--- config.mk ---
export PLATFORM = sky130hd
export DESIGN_NAME = itw_interval_timer_watchdog
export DESIGN_NICKNAME = d
export VERILOG_FILES = /design/src/design/itw_pkg.sv /design/src/design/itw_interval_timer_watchdog.sv
export SDC_FILE = /design/constraint.sdc
export NUM_CORES = 1
export LEC_CHECK = 0
export BUFFER_PORTS_ARGS = -buffer_cell sky130_fd_sc_hd__buf_2
export CORE_MARGIN = 3
export CORE_UTILIZATION = 60
export CTS_CLUSTER_SIZE = 8
export DETAILED_ROUTE_END_ITERATION = 10
export MAX_ROUTING_LAYER = met4
export PLACE_DENSITY = 0.83
export SYNTH_ARGS = -nofsm -noshare
export SYNTH_HDL_FRONTEND = slang
export SYNTH_SLANG_ARGS = --single-unit
--- constraint.sdc ---
create_clock -name ref_clk -period 3.3 [get_ports ref_clk]
set_input_delay 0.99 -clock ref_clk [delete_from_list [all_inputs] [get_ports ref_clk]]
set_output_delay 0.99 -clock ref_clk [all_outputs]
set_load 0.005 [all_outputs]
--- src/design/itw_pkg.sv ---
/*
 * itw_pkg: constants, tables and carrier types for the interval timer
 * with watchdog.
 * Assumes one 20 MHz core clock; the slow RC clock arrives as a pin
 * level and is sampled in the core domain.
 */
package itw_pkg;

	// core clock and slow oscillator rates
	localparam int unsigned REF_CLK_HZ  = 20_000_000;
	localparam int unsigned SLOW_OSC_HZ = 90_000;

	// divider and counter widths
	localparam int unsigned DIV_W     = 20;
	localparam int unsigned WDCNT_W   = 3;
	localparam int unsigned SEL_W     = 3;
	localparam int unsigned TAPLOG_W  = 5;
	localparam int unsigned HOLD_W    = 3;

	// watchdog_control field positions
	localparam int unsigned WDC_CE_BIT  = 4;
	localparam int unsigned WDC_EN_BIT  = 3;
	localparam int unsigned WDC_PS_LSB  = 0;
	localparam int unsigned WDC_PS_MSB  = 2;

	// interval_control field positions
	localparam int unsigned ICR_TAPB_LSB = 5;
	localparam int unsigned ICR_PR_BIT   = 4;
	localparam int unsigned ICR_IE_BIT   = 3;
	localparam int unsigned ICR_TAPA_LSB = 0;
	localparam int unsigned ICR_TAPA_MSB = 2;

	// reset values and fixed patterns
	localparam logic [7:0]         WDC_RESET   = 8'h00;
	localparam logic [7:0]         ICR_RESET   = 8'h00;
	localparam logic [2:0]         WDC_RSV_VAL = 3'h0;
	localparam logic [DIV_W-1:0]   DIV_ZERO    = 20'h00000;
	localparam logic [DIV_W-1:0]   DIV_ONE     = 20'h00001;
	localparam logic [DIV_W-1:0]   DIV_ONES    = 20'hFFFFF;
	localparam logic [WDCNT_W-1:0] WDCNT_ZERO  = 3'h0;
	localparam logic [WDCNT_W-1:0] WDCNT_ONE   = 3'h1;
	localparam logic [WDCNT_W-1:0] WDCNT_LAST  = 3'h7;

	// self-clearing bits stay set for this many core clocks
	localparam logic [HOLD_W-1:0]  HOLD_CYCLES = 3'h4;
	localparam logic [HOLD_W-1:0]  HOLD_ONE    = 3'h1;
	localparam logic [HOLD_W-1:0]  HOLD_ZERO   = 3'h0;

	// watchdog tick period, log2 of slow cycles: 1K..512K
	localparam logic [TAPLOG_W-1:0] WD_TAP_LOG2 [8] = '{
		5'h0A, 5'h0B, 5'h0C, 5'h0D, 5'h0F, 5'h10, 5'h12, 5'h13};

	// interval tick period, log2 of slow cycles: 8..1024K
	localparam logic [TAPLOG_W-1:0] INT_TAP_LOG2 [8] = '{
		5'h03, 5'h05, 5'h07, 5'h0A, 5'h0C, 5'h0F, 5'h12, 5'h14};

	// one register write from the CPU, one cycle wide
	typedef struct packed {
		logic       wdCtrlWrite;
		logic       intervalCtrlWrite;
		logic       irqFlagWrite;
		logic [7:0] data;
	} itw_wr_s;

endpackage

--- src/design/itw_interval_timer_watchdog.sv ---
/*
 * itw_interval_timer_watchdog: 20-stage slow-clock divider with interval
 * tick, interval interrupt flag and a 3-bit watchdog with timed change
 * protection and a safety level fuse.
 * Assumes the CPU gives one-cycle write strobes on ref_clk, a one-cycle
 * watchdog restart strobe, a static fuse level and the reset status flag
 * from logic on the same clock; slowOscClk is an asynchronous pin.
 */
`timescale 1ns/10ps
`default_nettype none

module itw_interval_timer_watchdog
	import itw_pkg::*;
(
	input  wire logic        ref_clk,
	input  wire logic        sys_rst,
	input  wire logic        slowOscClk,
	input  wire logic        safetyLevelFuse,
	input  wire logic        watchdogResetFlag,
	input  wire logic        watchdogRestart,
	input  wire logic        irqServiced,
	input  wire itw_wr_s     cpuWrite,
	output logic [7:0]       wdCtrlRead,
	output logic [7:0]       intervalCtrlRead,
	output logic             intervalIrqFlag,
	output logic             intervalIrq,
	output logic             intervalOutClock,
	output logic             watchdogTickClock,
	output logic             systemReset
);

	// whole module state
	typedef struct packed {
		logic                 slowSync1;
		logic                 slowSync2;
		logic                 slowPrev;
		logic [DIV_W-1:0]     div;
		logic [WDCNT_W-1:0]   wdCount;
		logic                 wdEnable;
		logic                 changeEnable;
		logic [HOLD_W-1:0]    ceHold;
		logic [SEL_W-1:0]     periodSel;
		logic [7:0]           intervalCtrl;
		logic [HOLD_W-1:0]    prHold;
		logic                 irqFlag;
		logic                 intTick;
		logic                 wdTick;
		logic                 sysReset;
	} itw_state_s;

	itw_state_s state;
	itw_state_s next_state;

	// reserved read-back field and the flag's write-one-to-clear bit
	localparam int unsigned WDC_RSV_MSB  = 7;
	localparam int unsigned WDC_RSV_LSB  = 5;
	localparam int unsigned IRQ_FLAG_BIT = 0;

	// true on the slow edge that completes a period of 2**lg cycles
	function automatic logic tapReached(
		input logic [DIV_W-1:0]    cnt,
		input logic [TAPLOG_W-1:0] lg
	);
		logic [DIV_W-1:0] mask;
		mask = ~(DIV_ONES << lg);
		return (cnt & mask) == mask;
	endfunction

	// decoded helpers
	logic wdActive;
	logic slowEdge;
	logic armWrite;
	logic wantDisable;
	logic lockedOn;
	logic [TAPLOG_W-1:0] wdLog;
	logic [TAPLOG_W-1:0] intLog;

	// effective enable, fuse lock and write decode
	always_comb begin
		lockedOn   = safetyLevelFuse | watchdogResetFlag;
		wdActive   = state.wdEnable | lockedOn;
		slowEdge   = state.slowSync2 & ~state.slowPrev;
		armWrite   = cpuWrite.wdCtrlWrite
			& cpuWrite.data[WDC_CE_BIT] & cpuWrite.data[WDC_EN_BIT];
		wantDisable = cpuWrite.wdCtrlWrite & ~cpuWrite.data[WDC_EN_BIT];
		wdLog      = WD_TAP_LOG2[state.periodSel];
		intLog     = INT_TAP_LOG2[state.intervalCtrl[ICR_TAPA_MSB:
			ICR_TAPA_LSB]];
	end

	// next-state logic
	always_comb begin
		next_state = state;

		// pin sampling of the slow oscillator
		next_state.slowSync1 = slowOscClk;
		next_state.slowSync2 = state.slowSync1;
		next_state.slowPrev  = state.slowSync2;

		// divider advances on each slow edge, wraps freely
		next_state.intTick = 1'b0;
		next_state.wdTick  = 1'b0;
		if (slowEdge) begin
			next_state.div     = state.div + DIV_ONE;
			next_state.intTick = tapReached(state.div, intLog);
			next_state.wdTick  = tapReached(state.div, wdLog);
		end

		// interval control write and restart bit
		if (state.prHold != HOLD_ZERO) begin
			next_state.prHold = state.prHold - HOLD_ONE;
			if (state.prHold == HOLD_ONE) begin
				next_state.intervalCtrl[ICR_PR_BIT] = 1'b0;
			end
		end
		if (cpuWrite.intervalCtrlWrite) begin
			next_state.intervalCtrl = cpuWrite.data;
			if (cpuWrite.data[ICR_PR_BIT]) begin
				next_state.prHold = HOLD_CYCLES;
				if (!wdActive) begin
					next_state.div = DIV_ZERO;
				end
			end
		end

		// change-enable countdown
		if (state.ceHold != HOLD_ZERO) begin
			next_state.ceHold = state.ceHold - HOLD_ONE;
			if (state.ceHold == HOLD_ONE) begin
				next_state.changeEnable = 1'b0;
			end
		end

		// watchdog control write with timed protection
		if (cpuWrite.wdCtrlWrite) begin
			if (state.changeEnable) begin
				next_state.periodSel = cpuWrite.data[WDC_PS_MSB:
					WDC_PS_LSB];
			end
			if (cpuWrite.data[WDC_EN_BIT]) begin
				next_state.wdEnable = 1'b1;
			end else if (wantDisable && state.changeEnable
				&& !lockedOn) begin
				next_state.wdEnable = 1'b0;
			end
		end
		if (armWrite) begin
			next_state.changeEnable = 1'b1;
			next_state.ceHold       = HOLD_CYCLES;
		end

		// watchdog counter and overflow reset
		next_state.sysReset = 1'b0;
		if (!wdActive) begin
			next_state.wdCount = WDCNT_ZERO;
		end else if (watchdogRestart) begin
			next_state.wdCount = WDCNT_ZERO;
		end else if (state.wdTick) begin
			next_state.wdCount = state.wdCount + WDCNT_ONE;
			if (state.wdCount == WDCNT_LAST) begin
				next_state.sysReset = 1'b1;
			end
		end

		// interval flag: a new tick wins over a clear
		if (irqServiced || (cpuWrite.irqFlagWrite
			&& cpuWrite.data[IRQ_FLAG_BIT])) begin
			next_state.irqFlag = 1'b0;
		end
		if (state.intTick) begin
			next_state.irqFlag = 1'b1;
		end
	end

	// state register, chip reset clears everything
	always_ff @(posedge ref_clk) begin
		if (sys_rst) begin
			state              <= '0;
			state.intervalCtrl <= ICR_RESET;
			state.div          <= DIV_ZERO;
			state.wdCount      <= WDCNT_ZERO;
		end else begin
			state <= next_state;
		end
	end

	// register read-back and outputs
	always_comb begin
		wdCtrlRead = WDC_RESET;
		wdCtrlRead[WDC_RSV_MSB:WDC_RSV_LSB] = WDC_RSV_VAL;
		wdCtrlRead[WDC_CE_BIT] = state.changeEnable;
		wdCtrlRead[WDC_EN_BIT] = wdActive;
		wdCtrlRead[WDC_PS_MSB:WDC_PS_LSB] = state.periodSel;
	end
	assign intervalCtrlRead  = state.intervalCtrl;
	assign intervalIrqFlag   = state.irqFlag;
	assign intervalIrq = state.irqFlag
		& state.intervalCtrl[ICR_IE_BIT];
	assign intervalOutClock  = state.intTick;
	assign watchdogTickClock = state.wdTick;
	assign systemReset       = state.sysReset;
endmodule // itw_interval_timer_watchdog

`default_nettype wire

==> qor.csv <==
stage;metric;value;unit
outcome;outcome;complete, no violations;
critical_path;critical path type;input port to output port;
logic_synthesis;Post-Syn Area;2630;um^2
hold_path;min-delay worst type;flop to flop;
logic_synthesis;count of flip-flops with a built-in enable after synthesis;0;
global_route;gr ovfl total;0;
layout;Cell Count, Final, Fillers Out;373;
logic_synthesis;FFs w/ async S/R, synth;0;%
timing;time the worst path needs with I/O delays and setup;2.54;ns
power_and_ir_drop;overall power of the completed layout;1.36;mW
job;max-cap violations;0;
critical_path;CP Capture Type;output port;
placement;half-perimeter wire length of the detailed placement result;3860;um
drt;drt first-iter violations;161;
floorplan;area of the core;4120;um^2
global_route;GR Util All Layers;22.1;%
critical_path;crit path DAT;1.55;ns
clock_tree;postcts setup bufs;0;
floorplan;Die Span Y;72.3;um
critical_path;Buffers & Inverters on Critical Path;3;
logic_synthesis;adder and majority gate portion of the synthesized area;7.60;%
floorplan;std cell rows;23;
global_route;antenna violations before repair;0;
clock_tree;sink count of the clock tree;49;
timing;endpoints failing hold;0;
drt;aggregate routed wire length;5130;um
clock_tree;clock-pin transition on the worst setup and hold timing paths;0.08;ns
timing;Max-slew headroom;64.0;%
layout;fraction of final layout cells sized beyond drive strength 1;15.5;%
layout;commonest cells after routing, fill and taps aside;49 x sky130_fd_sc_hd__dfxtp_1, 39 x sky130_fd_sc_hd__nor2_1, 35 x sky130_fd_sc_hd__buf_2;
logic_synthesis;syn avg cell area;8.69;um^2
power_and_ir_drop;leak pwr;1.16;nW
global_route;vias in the first global route;2044;
logic_synthesis;FF+latch count, synth;49;
clock_tree;later-pin clock latency in the skew report;0.31;ns
logic_synthesis;fraction of synthesized cell area in xor and xnor cells;7.32;%
floorplan;initial standard-cell utilization of the core;64.0;%
critical_path;Worst setup SP type;input port;
placement;IO Port Bufs;35;
layout;final-stage net count;356;
clock_tree;Post-CTS Hold Fix Bufs;0;
floorplan;number of primary I/O pins;39;
clock_tree;Root Driver;sky130_fd_sc_hd__clkbuf_8;
drt;DRC Markers;0;
layout;Multi-input gate area;1430;um^2
power_and_ir_drop;total power density per cell area;481;nW/um^2
timing;Total Negative Setup Slacks;0;ns
floorplan;full die area;5220;um^2
timing;final count of pins violating max slew;0;
timing;maximum clock frequency;394;MHz
logic_synthesis;Seq/Total Area, Yosys;37.2;%
logic_synthesis;Unique masters post-synth;50;
placement;placement-stage worst setup slack;0.774;ns
logic_synthesis;Primary FF master, synth;sky130_fd_sc_hd__dfxtp_1;
timing;worst setup slack after layout;0.759;ns
layout;Storage cell area;981;um^2
critical_path;cell at the slowest stage of the critical path;sky130_fd_sc_hd__nor3_1;
clock_tree;post-cts resize count;0;
timing;RSZ-0062 raised after global routing;no;
global_route;global-route wire length before repair;8900;um
power_and_ir_drop;Worst IR Drop VDD;0.439;mV
layout;most frequent standard cell in the layout excluding fill and tap cells;sky130_fd_sc_hd__dfxtp_1;
timing;final cycle utilization of the critical path;77.0;%
floorplan;Die W;72.3;um
logic_synthesis;cell count after synthesis;303;
logic_synthesis;combinational family with the most area after synthesis;simple AND/OR/NAND/NOR gates;
logic_synthesis;share of synthesized area spent on multiplexers;4.61;%
layout;number of fill cells in the layout;325;
placement;post-placement cell count;365;
logic_synthesis;simple-gate area share of the yosys netlist;22.5;%
drt;number of iterations in the first detailed-routing pass;4;
clock_tree;number of CTS-inserted buffers;5;
drt;Routed WL per cell;13.8;um
drt;Via Count;2103;
logic_synthesis;area fraction in compound gates after synthesis;11.8;%
logic_synthesis;total number of yosys warnings;0;
layout;antenna cells;0;
critical_path;ordered cell list for the critical path;buf_2 > nor3_1 > inv_1 > buf_2;
critical_path;Critical Path Most Common Cell;sky130_fd_sc_hd__buf_2;
timing;total of endpoints with negative setup slack in the final report;0;
drt;Antenna Violating Nets Remaining;0;
critical_path;maximum cell stage delay along the critical path;0.24;ns
global_route;pin count of the biggest net entering global routing;28;
layout;post-layout util;68.9;%
clock_tree;level count of the clock H-tree;2;
timing;worst clock skew;0.0132;ns
clock_tree;Max Root-Sink Buffers;2;
critical_path;required time reported for the critical path endpoint;2.31;ns
critical_path;highest fanout seen on the critical path;2;
drt;detail-routed via count per cell;5.64;
critical_path;delay-heaviest family, CP;buffers and inverters;
layout;P&R area growth vs syn;7.60;%
placement;weighted congestion at the end of routability-driven global placement;0.835;
timing;pin slew with the least headroom to its limit;0.539;ns
clock_tree;TritonCTS clock tree;built;
power breakdown:
group / total, mW / switching (mW) / internal, mW
sequential: 0.665 / 0.0336 / 0.631
clock: 0.439 / 0.208 / 0.231
combinational: 0.260 / 0.141 / 0.119
total: 1.36 / 0.382 / 0.982
layer usage:
layer,routed length (um),vias to the layer above,track usage [%]
li1,-,1058,-
met1,2340,988,27.2
met2,2490,51,36.8
met3,241,6,4.43
met4,65,0,6.26
met5,0,-,-
Yosys cell counts, types with 2 or more instances:
cell type	n	area [um^2]
sky130_fd_sc_hd__nand2_1	18	67.6
sky130_fd_sc_hd__a31oi_1	3	18.8
sky130_fd_sc_hd__inv_1	17	63.8
sky130_fd_sc_hd__or3_1	3	18.8
sky130_fd_sc_hd__dfxtp_1	49	981
sky130_fd_sc_hd__and2_1	7	43.8
sky130_fd_sc_hd__o221ai_1	3	26.3
sky130_fd_sc_hd__and3_1	4	25.0
sky130_fd_sc_hd__nand4_1	7	43.8
sky130_fd_sc_hd__ha_1	16	200
sky130_fd_sc_hd__nand3_1	10	50.1
sky130_fd_sc_hd__a21oi_1	15	75.1
sky130_fd_sc_hd__clkbuf_1	6	22.5
sky130_fd_sc_hd__mux2i_1	11	110
sky130_fd_sc_hd__nand3b_1	2	15.0
sky130_fd_sc_hd__buf_2	3	15.0
sky130_fd_sc_hd__xnor2_1	10	87.6
sky130_fd_sc_hd__nand4b_1	2	17.5
sky130_fd_sc_hd__nand2b_1	4	25.0
sky130_fd_sc_hd__buf_4	16	120
sky130_fd_sc_hd__o22ai_1	5	31.3
sky130_fd_sc_hd__nor2b_1	5	31.3
sky130_fd_sc_hd__a211oi_1	3	22.5
sky130_fd_sc_hd__nor3_1	6	30.0
sky130_fd_sc_hd__xor2_1	12	105
sky130_fd_sc_hd__o21ai_0	4	20.0
sky130_fd_sc_hd__nor2_1	39	146
through the flow:
stage | instance area [um^2] | hold WS (ns)
after global routing | 2830 | 0.458
after floorplan | 2640 | 0.414
after CTS | 2830 | 0.450
after detailed placement | 2720 | 0.429
final | 2830 | 0.447
after global placement | 2720 | 0.421
area by class of cell:
| class | instances | share of cell area, % |
|---|---|---|
| sequential | 49 | 34.6 |
| timing repair buffer | 36 | 6.45 |
| inverter | 17 | 2.25 |
| clock inverter | 3 | 1.68 |
| tap | 50 | 2.21 |
| multi-input combinational | 213 | 50.4 |
| clock buffer | 5 | 2.43 |
path summary, 6_finish.rpt:
kind                       startpoint               end  slack [ns]  cells past startpoint
setup reg to reg  intervalCtrlRead[0]  intervalOutClock        1.18                      7
hold / removal         next_state[47]    next_state[46]        0.45                      1
hold reg to reg        next_state[47]    next_state[46]        0.45                      1
setup / recovery    watchdogResetFlag     wdCtrlRead[3]        0.76                      4
state kept, by name, indices dropped and copies added (netlist names):
signal,cells
watchdogTickClock,1
intervalIrqFlag,1
state,31
intervalOutClock,1
intervalCtrlRead,8
next_state,2
systemReset,1
wdCtrlRead,4
cells by family (layout without fill, tap and decap cells):
group | after synthesis | in the layout
multiplexers | 12 | 12
XOR/XNOR | 22 | 22
other | 1 | 3
adder cells (fa/ha/maj) | 16 | 16
AND/OR/NAND/NOR | 114 | 114
flip-flops | 49 | 49
buffers and inverters | 43 | 61
AO/OA/AOI/OAI | 46 | 46
No activity file was read; power rests on OpenSTA's default activity.
